===== src/include/fbcw_regs.vh =====
// constants for the fieldbus drive control word interpreter
// assumes a 16-bit command word and a 16-bit state word, one drive clock
`ifndef FBCW_REGS_VH
`define FBCW_REGS_VH
// command word bit positions
`define FBCW_CW_ON          0
`define FBCW_CW_COAST_N     1
`define FBCW_CW_QSTOP_N     2
`define FBCW_CW_RUN         3
`define FBCW_CW_RAMP_EN     4
`define FBCW_CW_RAMP_UNHOLD 5
`define FBCW_CW_SETP_EN     6
`define FBCW_CW_FACK        7
`define FBCW_CW_JOG1        8
`define FBCW_CW_JOG2        9
`define FBCW_CW_FB_EN       10
`define FBCW_CW_HBEAT       11
// state word bit positions
`define FBCW_SW_RDY_ON      0
`define FBCW_SW_RDY_OP      1
`define FBCW_SW_RUNNING     2
`define FBCW_SW_FAULT       3
`define FBCW_SW_NO_COAST    4
`define FBCW_SW_NO_QSTOP    5
`define FBCW_SW_INHIBIT     6
`define FBCW_SW_WARN        7
`define FBCW_SW_AT_REF      8
`define FBCW_SW_FB_ACT      9
`define FBCW_SW_OVER_FMAX   10
`define FBCW_SW_HBEAT       15
// reset values
`define FBCW_CW_RESET       16'h0000
`define FBCW_SW_RESET       16'h0040
// heartbeat timeout unit: one tick = 1 ms at 250 MHz clock
`define FBCW_TICK_NS        1000000
`define FBCW_CLK_NS         4
`define FBCW_TICK_CYC       (`FBCW_TICK_NS / `FBCW_CLK_NS)
// ramp command encoding
`define FBCW_RAMP_TRACK     2'h0
`define FBCW_RAMP_ZERO_OUT  2'h1
`define FBCW_RAMP_HOLD      2'h2
`define FBCW_RAMP_ZERO_IN   2'h3
// stop kinds
`define FBCW_STOP_NONE      2'h0
`define FBCW_STOP_RAMP      2'h1
`define FBCW_STOP_COAST     2'h2
`define FBCW_STOP_QUICK     2'h3
`endif

===== src/hdl/fbcw_heartbeat.v =====
// heartbeat supervisor for the link heartbeat bit of the command word
// assumes word updates are one-cycle strobes on the drive clock
`timescale 1ns/1ps
`include "fbcw_regs.vh"
module fbcw_heartbeat
#(
  parameter TICK_CYC = `FBCW_TICK_CYC
)
(
  input  wire        clk,
  input  wire        sys_rst,
  input  wire        word_valid,
  input  wire        link_heartbeat,
  input  wire [15:0] heartbeat_timeout_setting,
  output reg         heartbeat_lost_q
);
  reg        hb_last_q;
  reg [31:0] tick_cnt_q;
  reg [15:0] ms_cnt_q;
  wire       toggled;
  wire       tick;

  assign toggled = word_valid && (link_heartbeat != hb_last_q);
  assign tick    = (tick_cnt_q == TICK_CYC - 1);

  // *****************************************************
  // silence timer, restarted by every heartbeat toggle
  // *****************************************************
  always @(posedge clk or posedge sys_rst)
  begin
    if (sys_rst)
    begin
      hb_last_q        <= 1'b0;
      tick_cnt_q       <= 32'h00000000;
      ms_cnt_q         <= 16'h0000;
      heartbeat_lost_q <= 1'b0;
    end
    else
    begin
      if (word_valid)
        hb_last_q <= link_heartbeat;
      // zero setting disables supervision entirely
      if (heartbeat_timeout_setting == 16'h0000 || toggled)
      begin
        tick_cnt_q       <= 32'h00000000;
        ms_cnt_q         <= 16'h0000;
        heartbeat_lost_q <= 1'b0;                               // RULE_17
      end
      else
      begin
        tick_cnt_q <= tick ? 32'h00000000 : tick_cnt_q + 32'h00000001;
        if (tick && ms_cnt_q != 16'hFFFF)
          ms_cnt_q <= ms_cnt_q + 16'h0001;
        if (ms_cnt_q >= heartbeat_timeout_setting)
          heartbeat_lost_q <= 1'b1;                             // RULE_17
      end
    end
  end
endmodule // fbcw_heartbeat


===== src/hdl/fbcw_top.v =====
// fieldbus drive control word interpreter and state word generator
// assumes the command word arrives whole with a one-cycle update strobe,
// and that motor-side status inputs are synchronous to clk
`timescale 1ns/1ps
`include "fbcw_regs.vh"
// What this block does
// [RULE_01] on edge clears inhibit, enters ready-to-run
// [RULE_02] on low gives ramped stop, ready-to-switch-on
// [RULE_03] coast bit low coasts, enters inhibit
// [RULE_04] quick-stop bit low runs quick stop
// [RULE_05] run bit starts or stops drive
// [RULE_06] ramp-enable low zeroes ramp output, top priority
// [RULE_07] ramp-unhold low freezes ramp output
// [RULE_08] setpoint-enable low zeroes reference, lowest priority
// [RULE_09] fault-ack edge clears faults, maybe inhibit
// [RULE_10] bus jog: run with ramp bits zero
// [RULE_11] ramp bits honoured after jog stops at zero
// [RULE_12] jog bits follow jog refs when enabled
// [RULE_13] both jog requests together means stop
// [RULE_14] jog ignored while run is active
// [RULE_15] io jog starts drive when jog-enabled
// [RULE_16] bus-enable bit gates; withdrawal coasts
// [RULE_17] heartbeat loss faults unless timeout zero
// [RULE_18] state bits 0..10 report drive status
// [RULE_19] bit 15 echoes heartbeat; 11..14 zero
// [RULE_20] inhibit clears only after releases then on
// [RULE_21] whole word sampled at once; 12..15 ignored
// [RULE_22] edges found against previous received word
module fbcw_top
(
  input  wire        clk,
  input  wire        sys_rst,
  input  wire        cw_valid,
  input  wire [15:0] drive_command_word,
  input  wire [15:0] heartbeat_timeout_setting,
  input  wire        control_place_is_bus,
  input  wire        aux_jog_enable,
  input  wire        jog_enable_din,
  input  wire        io_jog1,
  input  wire        io_jog2,
  input  wire        motor_zero_speed,
  input  wire        modulating,
  input  wire        fault_in,
  input  wire        fault_removed_voltage,
  input  wire        warning_in,
  input  wire        speed_at_ref,
  input  wire        fout_above_fmax,
  output reg  [15:0] drive_state_word,
  output reg         run_cmd_q,
  output reg  [1:0]  stop_kind_q,
  output reg  [1:0]  ramp_mode_q,
  output reg         jog1_sel_q,
  output reg         jog2_sel_q,
  output reg         fault_ack_q
);
  // drive states
  localparam [2:0] ST_INHIBIT  = 3'h0;
  localparam [2:0] ST_RDY_ON   = 3'h1;
  localparam [2:0] ST_RDY_OP   = 3'h2;
  localparam [2:0] ST_RUN      = 3'h3;
  localparam [2:0] ST_FAULT    = 3'h4;

  reg  [15:0] cw_q;
  reg         bus_coast_q;
  reg  [2:0]  state_q;
  reg  [2:0]  state_d;
  reg         fault_q;
  reg         jog_active_q;
  reg         jog_hold_q;
  reg         on_edge_q;
  reg         fack_edge_q;
  wire        hb_lost;
  wire        bus_ok;
  wire        on_b;
  wire        coast_n;
  wire        qstop_n;
  wire        run_b;
  wire        ramp_bits_zero;
  wire        jog1_req;
  wire        jog2_req;
  wire        io_jog_req;
  wire        bus_jog_req;

  // returns 1 when bit goes 0 to 1 between words
  function rise;
    input prev_bit;
    input cur_bit;
    begin
      rise = cur_bit & ~prev_bit;
    end
  endfunction

  // *****************************************************
  // command word capture
  // *****************************************************
  // capture the whole word in one edge so bits never mix across updates
  always @(posedge clk or posedge sys_rst)
  begin
    if (sys_rst)
    begin
      cw_q        <= `FBCW_CW_RESET;
      on_edge_q   <= 1'b0;
      fack_edge_q <= 1'b0;
    end
    else
    begin
      on_edge_q   <= 1'b0;
      fack_edge_q <= 1'b0;
      if (cw_valid)
      begin
        cw_q      <= {4'h0, drive_command_word[11:0]};               // RULE_21
        on_edge_q <= rise(cw_q[`FBCW_CW_ON],
                          drive_command_word[`FBCW_CW_ON]);          // RULE_22
        fack_edge_q <= rise(cw_q[`FBCW_CW_FACK],
                            drive_command_word[`FBCW_CW_FACK]);      // RULE_22
      end
    end
  end

  fbcw_heartbeat u_heartbeat
  (
    .clk                       (clk),
    .sys_rst                   (sys_rst),
    .word_valid                (cw_valid),
    .link_heartbeat            (drive_command_word[`FBCW_CW_HBEAT]),
    .heartbeat_timeout_setting (heartbeat_timeout_setting),
    .heartbeat_lost_q          (hb_lost)
  );

  // *****************************************************
  // decoded requests
  // *****************************************************
  // without bus control the on, coast, quick-stop, run and jog bits are disregarded; releases read as active
  assign bus_ok         = cw_q[`FBCW_CW_FB_EN] & control_place_is_bus;   // RULE_16
  assign on_b           = bus_ok & cw_q[`FBCW_CW_ON];
  assign coast_n        = cw_q[`FBCW_CW_COAST_N] | ~bus_ok;
  assign qstop_n        = cw_q[`FBCW_CW_QSTOP_N] | ~bus_ok;
  assign run_b          = bus_ok & cw_q[`FBCW_CW_RUN];
  assign ramp_bits_zero = ~cw_q[`FBCW_CW_RAMP_EN] & ~cw_q[`FBCW_CW_RAMP_UNHOLD]
                          & ~cw_q[`FBCW_CW_SETP_EN];
  assign bus_jog_req    = run_b & ramp_bits_zero;                     // RULE_10
  // jog bits need an enable and are ignored under a plain run command
  assign jog1_req = bus_ok & cw_q[`FBCW_CW_JOG1] & aux_jog_enable & ~run_b;   // RULE_12 RULE_14
  assign jog2_req = bus_ok & cw_q[`FBCW_CW_JOG2] & aux_jog_enable & ~run_b;   // RULE_12 RULE_14
  assign io_jog_req = jog_enable_din & (io_jog1 ^ io_jog2);           // RULE_15

  // *****************************************************
  // fault latch
  // *****************************************************
  // new faults win over an acknowledge in the same cycle
  always @(posedge clk or posedge sys_rst)
  begin
    if (sys_rst)
      fault_q <= 1'b0;
    else if (fault_in || hb_lost)
      fault_q <= 1'b1;                                                // RULE_17
    else if (fack_edge_q)
      fault_q <= 1'b0;                                                // RULE_09
  end

  // *****************************************************
  // switch-on state machine
  // *****************************************************
  always @*
  begin
    state_d = state_q;
    case (state_q)
      ST_FAULT:
      begin
        if (!fault_q)
          state_d = fault_removed_voltage ? ST_INHIBIT : ST_RDY_ON;   // RULE_09
      end
      ST_INHIBIT:
      begin
        // releases first, then a fresh on edge
        if (coast_n && qstop_n && on_edge_q && bus_ok)
          state_d = ST_RDY_OP;                                        // RULE_01 RULE_20
      end
      ST_RDY_ON:
      begin
        if (on_edge_q && bus_ok && coast_n && qstop_n)
          state_d = ST_RDY_OP;                                        // RULE_01
      end
      ST_RDY_OP:
      begin
        if (!on_b)
          state_d = ST_RDY_ON;                                        // RULE_02
        else if (run_b && (!bus_jog_req || motor_zero_speed))
          state_d = ST_RUN;                                           // RULE_05 RULE_10
      end
      ST_RUN:
      begin
        if (!on_b)
          state_d = ST_RDY_ON;                                        // RULE_02
        else if (!run_b)
          state_d = ST_RDY_OP;                                        // RULE_05
      end
      default:
        state_d = ST_INHIBIT;
    endcase
    // coast and quick stop override any run state
    if (state_q != ST_FAULT && (!coast_n || !qstop_n))
      state_d = ST_INHIBIT;                                           // RULE_03 RULE_04
    if (state_q != ST_FAULT && state_q != ST_INHIBIT && !bus_ok)
      state_d = ST_INHIBIT;                                           // RULE_16
    if (fault_q && state_q != ST_FAULT)
      state_d = ST_FAULT;
  end

  always @(posedge clk or posedge sys_rst)
  begin
    if (sys_rst)
      state_q <= ST_INHIBIT;
    else
      state_q <= state_d;
  end

  // *****************************************************
  // jog tracking
  // *****************************************************
  // ramp bits stay masked after a jog until the motor is at rest
  always @(posedge clk or posedge sys_rst)
  begin
    if (sys_rst)
    begin
      jog_active_q <= 1'b0;
      jog_hold_q   <= 1'b0;
    end
    else
    begin
      jog_active_q <= (state_q == ST_RUN) & bus_jog_req;
      if (jog_active_q && !bus_jog_req)
        jog_hold_q <= 1'b1;                                           // RULE_11
      else if (motor_zero_speed)
        jog_hold_q <= 1'b0;                                           // RULE_11
    end
  end

  // a withdrawn bus keeps the coast request until control comes back
  always @(posedge clk or posedge sys_rst)
  begin
    if (sys_rst)
      bus_coast_q <= 1'b0;
    else if (bus_ok)
      bus_coast_q <= 1'b0;
    else if (state_q != ST_INHIBIT && state_q != ST_FAULT)
      bus_coast_q <= 1'b1;                                            // RULE_16
  end

  // *****************************************************
  // drive command outputs
  // *****************************************************
  always @(posedge clk or posedge sys_rst)
  begin
    if (sys_rst)
    begin
      run_cmd_q   <= 1'b0;
      stop_kind_q <= `FBCW_STOP_NONE;
      ramp_mode_q <= `FBCW_RAMP_TRACK;
      jog1_sel_q  <= 1'b0;
      jog2_sel_q  <= 1'b0;
      fault_ack_q <= 1'b0;
    end
    else
    begin
      fault_ack_q <= fack_edge_q;                                     // RULE_09
      // both jog inputs at once count as a stop request
      jog1_sel_q  <= (jog1_req & ~jog2_req) | (jog_enable_din & io_jog1 & ~io_jog2); // RULE_13
      jog2_sel_q  <= (jog2_req & ~jog1_req) | (jog_enable_din & io_jog2 & ~io_jog1); // RULE_13
      run_cmd_q   <= (state_d == ST_RUN) | io_jog_req
                     | (state_d == ST_RDY_OP & (jog1_req ^ jog2_req)); // RULE_15 RULE_12
      if (fault_q || !coast_n || bus_coast_q
          || (state_q != ST_INHIBIT && state_q != ST_FAULT && !bus_ok))
        stop_kind_q <= `FBCW_STOP_COAST;                              // RULE_03 RULE_16
      else if (!qstop_n)
        stop_kind_q <= `FBCW_STOP_QUICK;                              // RULE_04
      else if (!on_b || !run_b)
        stop_kind_q <= `FBCW_STOP_RAMP;                               // RULE_02 RULE_05
      else
        stop_kind_q <= `FBCW_STOP_NONE;
      // fixed priority: zero output, then hold, then zero input
      if (jog_active_q || jog_hold_q)
        ramp_mode_q <= `FBCW_RAMP_TRACK;                              // RULE_11
      else if (!cw_q[`FBCW_CW_RAMP_EN])
        ramp_mode_q <= `FBCW_RAMP_ZERO_OUT;                           // RULE_06
      else if (!cw_q[`FBCW_CW_RAMP_UNHOLD])
        ramp_mode_q <= `FBCW_RAMP_HOLD;                               // RULE_07
      else if (!cw_q[`FBCW_CW_SETP_EN])
        ramp_mode_q <= `FBCW_RAMP_ZERO_IN;                            // RULE_08
      else
        ramp_mode_q <= `FBCW_RAMP_TRACK;
    end
  end

  // *****************************************************
  // state word
  // *****************************************************
  always @(posedge clk or posedge sys_rst)
  begin
    if (sys_rst)
      drive_state_word <= `FBCW_SW_RESET;
    else
    begin
      drive_state_word <= 16'h0000;
      drive_state_word[`FBCW_SW_RDY_ON]    <= (state_q == ST_RDY_ON) | (state_q == ST_RDY_OP)
                                              | (state_q == ST_RUN);   // RULE_18
      drive_state_word[`FBCW_SW_RDY_OP]    <= (state_q == ST_RDY_OP) | (state_q == ST_RUN);
      drive_state_word[`FBCW_SW_RUNNING]   <= (state_q == ST_RUN) & modulating;
      drive_state_word[`FBCW_SW_FAULT]     <= fault_q;
      drive_state_word[`FBCW_SW_NO_COAST]  <= coast_n;
      drive_state_word[`FBCW_SW_NO_QSTOP]  <= qstop_n;
      drive_state_word[`FBCW_SW_INHIBIT]   <= (state_q == ST_INHIBIT);  // RULE_20
      drive_state_word[`FBCW_SW_WARN]      <= warning_in;
      drive_state_word[`FBCW_SW_AT_REF]    <= speed_at_ref;
      drive_state_word[`FBCW_SW_FB_ACT]    <= bus_ok;
      drive_state_word[`FBCW_SW_OVER_FMAX] <= fout_above_fmax;
      drive_state_word[`FBCW_SW_HBEAT]     <= cw_q[`FBCW_CW_HBEAT];     // RULE_19
    end
  end
endmodule // fbcw_top


===== config.mk =====
export PLATFORM = sky130hd
export DESIGN_NAME = fbcw_top
export DESIGN_NICKNAME = d
export VERILOG_FILES = /design/src/hdl/fbcw_heartbeat.v /design/src/hdl/fbcw_top.v
export VERILOG_INCLUDE_DIRS = /design/src /design/src/include
export SDC_FILE = /design/constraint.sdc
export NUM_CORES = 1
export LEC_CHECK = 0
export BUFFER_PORTS_ARGS = -buffer_cell sky130_fd_sc_hd__buf_4
export CAP_MARGIN = 10
export CORE_UTILIZATION = 28
export DETAILED_ROUTE_END_ITERATION = 16
export PLACE_DENSITY = 0.48
export REMOVE_ABC_BUFFERS = 1
export SLEW_MARGIN = 25
export SYNTH_ARGS = -nofsm -noshare
export SYNTH_HDL_FRONTEND = slang
export SYNTH_SLANG_ARGS = --single-unit

===== constraint.sdc =====
create_clock -name clk -period 4.37 [get_ports clk]
set_input_delay 1.0925 -clock clk [delete_from_list [all_inputs] [get_ports clk]]
set_output_delay 1.0925 -clock clk [all_outputs]
set_load 0.05 [all_outputs]

==> flow_summary.toml, run 1 <==
[power_and_ir_drop]
p_leak_nw = 2.61
power_mw = 1.90
power_frac_seq_pct = 47.6
power_density_mw_per_mm2 = 348
pwr-share-comb_pct = 11.5
p_sw_mw = 0.541
p_int_mw = 1.36
clock_power_share_pct = 40.9
swShare_pct = 28.4
ir_worst_vdd_v = 0.000154

[logic_synthesis]
syn_inst = 438
ys_seq_area_share_pct = 50.4
synth.avg_cell_area_um2 = 10.2
syn_area_mm2 = 0.00447
synth-seq-cells = 90
yosysUniqueCellTypes = 50
synth_warnings = 0

[min_path]
worstHoldPathCells = 0
hp-class = "reg2reg"
holdPathEnd = "fault_ack_q"
hold_start = "fack_edge_q"

[clock_network]
root_buffer = "clkbuf_16"
cts_tree = "yes"
cts_setup_buffers = 0
numCtsBuffers = 9
clk_latency_ns = 0.35
cts_resized = 0
htreeDepth = 3
cts_hold_buf = 0
clock-sinks = 90
path_clk_slew_ns = 0.07
cts_buffer_depth = 2

[timing]
finalSetupViolCount = 0
timing.fmax_mhz = 371
max-slew-margin-rel_pct = 40.4
final.min_clock_period_ns = 2.69
rsz0062_at_grt = "false"
finalSetupTns_ns = 0
drv_slew = 0
worst_pin_slew_ns = 0.888
final-hold-violation-count = 0
clock_skew_ns = 0.00508
finalCritPeriodShare_pct = 61.6

[setup_path]
cp_common_cell = "buf_4"
cp_slowest_stage_delay_ns = 0.57
ff2ff_setup_slack_ns = 2.13
timing.rr.end = "u_heartbeat.tick_cnt_q[31]"
required_ns = 4.58
cp_cell_sequence = "buf_4 -> nor4_1 -> nand4_1 -> nand2_1 -> buf_4 -> or2_2 -> nor2_1"
path_max_fanout = 32
cp_top_family = "simple AND/OR/NAND/NOR gates"
crit_path_end_kind = "register"
r2r-start = "u_heartbeat.tick_cnt_q[0]"
crit_arrival_ns = 2.90
path_buf_inv = 2
r2r_cells = 6
cpMaxStageDelayCell = "or2_2"
cp-start-kind = "primary input"
worstSetupPathType = "in2reg"

[place]
placed_cells = 703
portBuffers = 62
hpwl_mm = 7.14
gp_congestion = 0.737

[global_routing]
first_global_vias = 3361
grt_util_all_layers_pct = 13.0
antenna_found_initial = 0
grt_pass1_wl_mm = 16.5
grt_max_degree = 59
overflow = 0

[run_status]
status = "finished clean"

[route]
drc = 0
ant_nets = 0
drt_iter0_drc = 129
highest_layer = "met4"
met1_length_mm = 4.60
wl_per_cell_um = 13.6
first_pass_iters = 5
vias = 3324
wl_met2_mm = 4.58
wl_mm = 9.76
wl_met3_um = 400
via_per_inst = 4.62

[run]
drv_cap = 0

[finish]
antenna_cells = 0
syn_to_final_growth_pct = 22.1
post-route-util_pct = 35.5
layout.nets = 570
drive_above_1_share_pct = 21.5
finalNonFillerCells = 719

[die]
die_w_um = 128
rows = 45
fp.dieH_um = 128
core-area_mm2 = 0.0154
ios = 71
die-area_mm2 = 0.0165
initial_core_util_pct = 29.1
-- kinds of logic (layout without fill, tap and decap cells) --
logic type               count (synthesis)  in the layout  synth area share (%)
AO/OA/AOI/OAI                           38             38                  5.29
multiplexers                            14             14                  3.47
AND/OR/NAND/NOR                        194            194                  23.4
adder cells (fa/ha/maj)                 20             20                  5.59
flip-flops                              90             90                  50.4
other                                    1              4                0.0838
XOR/XNOR                                41             41                  8.03
buffers and inverters                   40            107                  3.83
-- area by class of cell --
class                   instances  area (um^2)
inverters                      26          103
fillers                      1558         9910
clock inverters                 7         68.8
clock buffers                   9          225
well taps                     211          264
multi-input cells             311         2060
repair buffers                 65          488
flip-flops and latches         90         2250
-- metal layers --
layer  GRT usage (%)  up-vias
met2            21.0       65
met4            5.74        0
met1            16.6     1608
met3            2.87       11
met5               0        -
li1                -     1640
-- sequential cells by signal, summed over array words and instances, names as in the netlist --
register and count:
u_heartbeat.heartbeat_lost_q 1, stop_kind_q 2, drive_state_word 12, jog2_sel_q 1, fault_ack_q 1, u_heartbeat.tick_cnt_q 32, on_edge_q 1, run_cmd_q 1
jog1_sel_q 1, cw_q 11, jog_active_q 1, jog_hold_q 1, state_q 3, fack_edge_q 1, ramp_mode_q 2, fault_q 1
bus_coast_q 1, u_heartbeat.hb_last_q 1, u_heartbeat.ms_cnt_q 16
-- cell usage in the layout (no fill, tap or decap), types with 3 or more instances in the layout --
master     count
dfrtp_1       89
nor2b_1        4
a21o_1         3
buf_4         65
nand3_1       24
a31oi_1        3
nor3_2         3
a21oi_1       12
nor3_1        11
inv_1         24
and2_1         3
nand4_1       13
xor2_1        29
or2_2          3
or3_1          4
nor4_1         6
inv_8          3
clkbuf_16      9
nand2_1       30
conb_1         4
nand2b_1       4
clkinv_4       3
and3_1        16
o21ai_0       10
xnor2_1       12
mux2_2        12
ha_1          20
nor2_1        55
-- stage by stage --
stage               setup slack [ns]  hold WS, ns  cell area, um^2
floorplan                      0.944        0.349             4410
global placement                1.26        0.362             5160
detailed placement              1.24        0.360             5170
CTS                             1.62        0.377             5460
global route                    1.48        0.388             5460
finish                          1.68        0.372             5460
-- worst register-to-register path: stages, from the launching register on --
cell     delay (ns)
dfrtp_1        0.40
ha_1           0.22
and3_1         0.25
nand3_1        0.14
nor3_2         0.35
or2_2          0.62
nor2_1         0.13
-- how the worst max path moves through the flow --
stage | cells after the start | startpoint | endpoint
finish | 7 | heartbeat_timeout_setting[3] | u_heartbeat.tick_cnt_q[31]
global route | 7 | heartbeat_timeout_setting[3] | u_heartbeat.tick_cnt_q[31]
CTS | 7 | heartbeat_timeout_setting[3] | u_heartbeat.tick_cnt_q[31]
detailed placement | 7 | heartbeat_timeout_setting[3] | u_heartbeat.tick_cnt_q[31]
global placement | 7 | heartbeat_timeout_setting[3] | u_heartbeat.tick_cnt_q[10]
floorplan | 1 | sys_rst | bus_coast_q
-- synthesized netlist by cell type (all sizes together) --
master,count,area [um^2]
xor2,29,254
nand4,14,93.8
a211oi,1,7.51
and3,17,108
a2111oi,1,8.76
nor3,15,101
nor3b,2,15.0
and4bb,1,12.5
a21boi,2,15.0
a31oi,3,18.8
clkinv,1,3.75
or3,4,25.0
inv,25,93.8
nand2,30,113
xnor2,12,105
nor2b,4,25.0
nor2,55,206
dfrtp,89,2230
dfstp,1,26.3
clkbuf,5,18.8
nand2b,4,25.0
buf,9,55.1
a211o,2,17.5
a21oi,12,60.1
o41ai,1,8.76
nor4,9,83.8
and4,2,17.5
ha,20,250
conb,1,3.75
mux2,12,135
or4,2,15.0
nand4b,1,8.76
or2,3,18.8
nand3,26,140
o21ai,10,50.1
and3b,2,17.5
mux2i,2,20.0
o31a,1,8.76
a41o,1,10.0
a21o,3,22.5
a41oi,1,8.76
and2,3,18.8
-- power by group through the flow --
| stage | logic (mW) | registers, mW | clock network, mW |
|---|---|---|---|
| detailed placement | 0.224 | 0.923 | 0 |
| finish | 0.219 | 0.906 | 0.779 |
| global route | 0.243 | 0.914 | 0.842 |
| global placement | 0.219 | 0.922 | 0 |
| CTS | 0.225 | 0.907 | 0.802 |
| floorplan | 0.0987 | 0.954 | 0 |
No activity file was read; power rests on OpenSTA's default activity.
==> inputs of run 2 (changes only) <==
--- a/config.mk
+++ b/config.mk
@@ -10,7 +10,7 @@
 export CAP_MARGIN = 10
 export CORE_UTILIZATION = 28
 export DETAILED_ROUTE_END_ITERATION = 16
-export PLACE_DENSITY = 0.48
+export PLACE_DENSITY = 0.5
 export REMOVE_ABC_BUFFERS = 1
 export SLEW_MARGIN = 25
 export SYNTH_ARGS = -nofsm -noshare
==> constraint.sdc (replaced) <==
create_clock -name clk -period 2.2 [get_ports clk]
set_input_delay 0.55 -clock clk [delete_from_list [all_inputs] [get_ports clk]]
set_output_delay 0.55 -clock clk [all_outputs]
set_load 0.05 [all_outputs]
==> flow_summary.toml, run 2 (synthesis gave the netlist of run 1 again) <==
[setup_path]
required_ns = 2.47
cp-start-kind = "register"
path_buf_inv = 0
cp_common_cell = "and3_1"
cp-startpoint = "u_heartbeat.ms_cnt_q[1]"
cp_top_family = "simple AND/OR/NAND/NOR gates"
r2r-start = "u_heartbeat.ms_cnt_q[1]"
cp_cell_sequence = "ha_1 -> and3_1 -> and3_1 -> nand4_1 -> nand2_1 -> nor3_1 -> mux2i_1"
path_max_fanout = 6
crit_path_end_kind = "register"
cpMaxStageDelayCell = "dfrtp_1"
r2r_cells = 7
cp_slowest_stage_delay_ns = 0.42
worstSetupPathType = "reg2reg"
ff2ff_setup_slack_ns = 0.19
crit_arrival_ns = 2.28
timing.rr.end = "u_heartbeat.ms_cnt_q[11]"

[die]
initial_core_util_pct = 29.1
die-area_mm2 = 0.0165
fp.dieH_um = 128
rows = 45
die_w_um = 128
ios = 71
core-area_mm2 = 0.0154

[run]
drv_cap = 0

[finish]
finalNonFillerCells = 737
design_area_mm2 = 0.00565
syn_to_final_growth_pct = 26.4
antenna_cells = 0
layout.nets = 588
drive_above_1_share_pct = 24.1
top_register = "u_heartbeat.tick_cnt_q"
post-route-util_pct = 36.8
layout_common_cells = "89 x dfrtp_1, 79 x buf_4, 55 x nor2_1, 30 x nand2_1, 29 x xor2_1"
final_common_cell = "dfrtp_1"
n_fill_cell = 1566
reg_top3 = "u_heartbeat.tick_cnt_q x32, u_heartbeat.ms_cnt_q x16, drive_state_word x12"
largest_reg_flops = 32

[global_routing]
first_global_vias = 3343
grt_pass1_wl_mm = 16.4
grt_util_all_layers_pct = 12.8
antenna_found_initial = 0
grt_max_degree = 34
overflow = 0

[clock_network]
path_clk_slew_ns = 0.07
clock-sinks = 90
cts_buffer_depth = 2
htreeDepth = 3
clk_latency_ns = 0.34
cts_tree = "yes"
root_buffer = "clkbuf_16"
numCtsBuffers = 9

[timing]
final.min_clock_period_ns = 2.01
finalCritPeriodShare_pct = 91.3
finalSetupTns_ns = 0
drv_slew = 0
worst_pin_slew_ns = 0.611
setup_ws_ns = 0.191
final-hold-violation-count = 0
timing.fmax_mhz = 498
rsz0062_at_grt = "false"
max-slew-margin-rel_pct = 59.0
finalSetupViolCount = 0
clock_skew_ns = 0.00750

[power_and_ir_drop]
power_density_mw_per_mm2 = 680
ir_worst_vdd_v = 0.000374
p_leak_nw = 2.71

[route]
vias = 3405
ant_nets = 0
via_per_inst = 4.62
first_pass_iters = 4
wl_mm = 9.87
drt_iter0_drc = 119
wl_per_cell_um = 13.4
drc = 0

[place]
placed_cells = 721
hpwl_mm = 7.41
pre_cts_ws_ns = -0.000496
place_area_mm2 = 0.00535
gp_congestion = 0.790
portBuffers = 62

[run_status]
status = "finished clean"

[min_path]
hp-class = "in2async"
## run 2: worst register-to-register path, stage by stage (launching register included)
cell	delay, ns
dfrtp_1	0.42
ha_1	0.21
and3_1	0.19
and3_1	0.23
nand4_1	0.23
nand2_1	0.17
nor3_1	0.27
mux2i_1	0.22
## run 2: how the worst max path moves through the flow
stage	cells past startpoint	endpoint	slack [ns]
floorplan	1	bus_coast_q	-0.68
global placement	9	u_heartbeat.heartbeat_lost_q	-0.0003
detailed placement	9	u_heartbeat.heartbeat_lost_q	-0.0005
CTS	7	u_heartbeat.ms_cnt_q[10]	0.17
global route	6	u_heartbeat.ms_cnt_q[11]	0.02
finish	7	u_heartbeat.ms_cnt_q[11]	0.19
## run 2: through the flow
step	hold slack (ns)	total power, mW
floorplan	0.349	2.09
global placement	0.363	2.30
detailed placement	0.366	2.31
CTS	0.130	3.91
global route	0.140	4.02
finish	0.138	3.85
## run 2: cell type report
cell class | instances | area [um^2] | area share (%)
inverters | 26 | 98.8 | 1.75
well taps | 211 | 264 | 4.67
multi-input cells | 311 | 2060 | 36.5
repair buffers | 83 | 673 | 11.9
flip-flops and latches | 90 | 2250 | 39.9
clock inverters | 6 | 73.8 | 1.31
clock buffers | 10 | 229 | 4.05
## run 2: routing by layer
layer,global-route usage (%),vias up,routed length (um)
met5,0,-,0
met4,3.74,0,106
met3,3.87,9,460
met2,20.5,66,4580
met1,16.7,1661,4720
li1,-,1669,-
## run 2: report_power, final
part	internal [mW]	total, mW	leakage, nW	switching, mW
logic	0.200	0.471	1.39	0.270
clock network	0.895	1.57	0.141	0.679
registers	1.74	1.80	1.18	0.0636
total	2.83	3.85	2.71	1.01
## run 2: repair_timing
action,CTS,global route
hold buffers,0,0
setup endpoints to repair,0,4
setup buffers,0,0
gates resized for setup,0,1
==> inputs of run 3 (changes only) <==
--- a/config.mk
+++ b/config.mk
@@ -8,9 +8,10 @@
 export LEC_CHECK = 0
 export BUFFER_PORTS_ARGS = -buffer_cell sky130_fd_sc_hd__buf_4
 export CAP_MARGIN = 10
+export CORE_ASPECT_RATIO = 0.5
 export CORE_UTILIZATION = 28
 export DETAILED_ROUTE_END_ITERATION = 16
-export PLACE_DENSITY = 0.5
+export PLACE_DENSITY = 0.56
 export REMOVE_ABC_BUFFERS = 1
 export SLEW_MARGIN = 25
 export SYNTH_ARGS = -nofsm -noshare
==> flow_summary.toml, run 3 (synthesis gave the netlist of run 1 again) <==
[power_and_ir_drop]
power_density_mw_per_mm2 = 685
p_leak_nw = 2.71
power_mw = 3.86
ir_worst_vdd_v = 0.000306

[finish]
n_fill_cell = 1529
antenna_cells = 0
post-route-util_pct = 36.4
largest_reg_flops = 32
drive_above_1_share_pct = 24.8
syn_to_final_growth_pct = 26.0
reg_top3 = "u_heartbeat.tick_cnt_q x32, u_heartbeat.ms_cnt_q x16, drive_state_word x12"
layout.nets = 587
layout_common_cells = "89 x dfrtp_1, 80 x buf_4, 55 x nor2_1, 29 x xor2_1, 29 x nand2_1"
final_common_cell = "dfrtp_1"
top_register = "u_heartbeat.tick_cnt_q"

[route]
drc = 0
first_pass_iters = 4
met1_length_mm = 5.04
ant_nets = 0
wl_met2_mm = 4.29
wl_per_cell_um = 13.3
wl_mm = 9.71
drt_iter0_drc = 173
vias = 3315
via_per_inst = 4.55
highest_layer = "met4"
wl_met3_um = 292

[clock_network]
cts_tree = "yes"
htreeDepth = 3
clock-sinks = 90
clk_latency_ns = 0.34
numCtsBuffers = 9
root_buffer = "clkbuf_16"
cts_buffer_depth = 2
path_clk_slew_ns = 0.07

[run_status]
status = "finished clean"

[place]
portBuffers = 62
pre_cts_ws_ns = 0.0296
hpwl_mm = 7.04
gp_congestion = 0.802

[global_routing]
antenna_found_initial = 0
grt_pass1_wl_mm = 16.7
overflow = 0
first_global_vias = 3314
grt_util_all_layers_pct = 12.7
grt_max_degree = 37

[setup_path]
path_max_fanout = 5
required_ns = 2.47
crit_arrival_ns = 2.32
cp-start-kind = "register"
worstSetupPathType = "reg2reg"
crit_path_end_kind = "register"

[die]
die_w_um = 181
rows = 32
initial_core_util_pct = 28.9
die-area_mm2 = 0.0165
fp.dieH_um = 91.4
core-area_mm2 = 0.0155
ios = 71

[timing]
timing.fmax_mhz = 487
drv_slew = 0
finalCritPeriodShare_pct = 93.3
final-hold-violation-count = 0
setup_ws_ns = 0.148
clock_skew_ns = 0.00730
final.min_clock_period_ns = 2.05
finalSetupViolCount = 0

[min_path]
hp-class = "in2async"

[run]
drv_cap = 0
==> run 3: cell count changes in the layout (fill, tap and decap cells not counted), sizes merged <==
cell / change
clkinvlp: -2
inv: -1
buf: -1
clkinv: +2
clkbuf: +1
==> run 3: per-stage QoR <==
| step | area (um^2) | std cells | setup TNS, ns | hold slack, ns |
|---|---|---|---|---|
| 2_1_floorplan | 4410 | 427 | -60.93 | 0.349 |
| 3_3_place_gp | 5300 | 712 | 0 | 0.365 |
| 3_5_place_dp | 5300 | 712 | 0 | 0.365 |
| 4_1_cts | 5620 | 728 | 0 | 0.182 |
| 5_1_grt | 5640 | 729 | -0.00523 | 0.195 |
| 6_report | 5640 | 729 | 0 | 0.180 |
==> run 3: worst paths after layout <==
check,from,depth (start not counted),slack [ns],endpoint
min in group clk,fout_above_fmax,1,0.31,drive_state_word[10]
worst max-delay path,u_heartbeat.tick_cnt_q[0],7,0.15,u_heartbeat.ms_cnt_q[12]
worst min register to register,fack_edge_q,0,0.38,fault_ack_q
max in group asynchronous,sys_rst,3,1.43,drive_state_word[6]
worst max register to register,u_heartbeat.tick_cnt_q[0],7,0.15,u_heartbeat.ms_cnt_q[12]
worst min-delay path,sys_rst,2,0.18,drive_state_word[5]
==> run 3: final cells by class <==
cell class	count	area [um^2]	area share (%)
flip-flops and latches	90	2250	40.0
multi-input cells	311	2080	36.8
repair buffers	82	641	11.4
well taps	204	255	4.53
clock buffers	11	253	4.48
inverters	26	98.8	1.75
clock inverters	5	61.3	1.09
==> run 3: critical path, stage by stage, from the launching register on <==
cell and delay [ns]:
dfrtp_1 0.39, ha_1 0.22, and3_2 0.25, nand3_1 0.13, nor3_4 0.32, nand3_2 0.18, or3_1 0.34, a21oi_1 0.14
==> run 3: metal layers <==
| metal | global-route usage (%) | vias to the layer above |
|---|---|---|
| met1 | 18.3 | 1599 |
| met3 | 3.33 | 9 |
| met5 | 0 | - |
| met4 | 3.28 | 0 |
| li1 | - | 1662 |
| met2 | 18.7 | 45 |
==> run 3: what timing repair did <==
item	in CTS	in global routing
gates resized for setup	0	4
setup endpoints to repair	0	4
buffers inserted	0	1
hold buffers	0	0
==> run 3: report_power, final <==
| group | leakage (nW) | internal (mW) | switching, mW |
|---|---|---|---|
| Sequential | 1.18 | 1.74 | 0.0630 |
| Combinational | 1.38 | 0.184 | 0.269 |
| Clock | 0.156 | 0.949 | 0.661 |
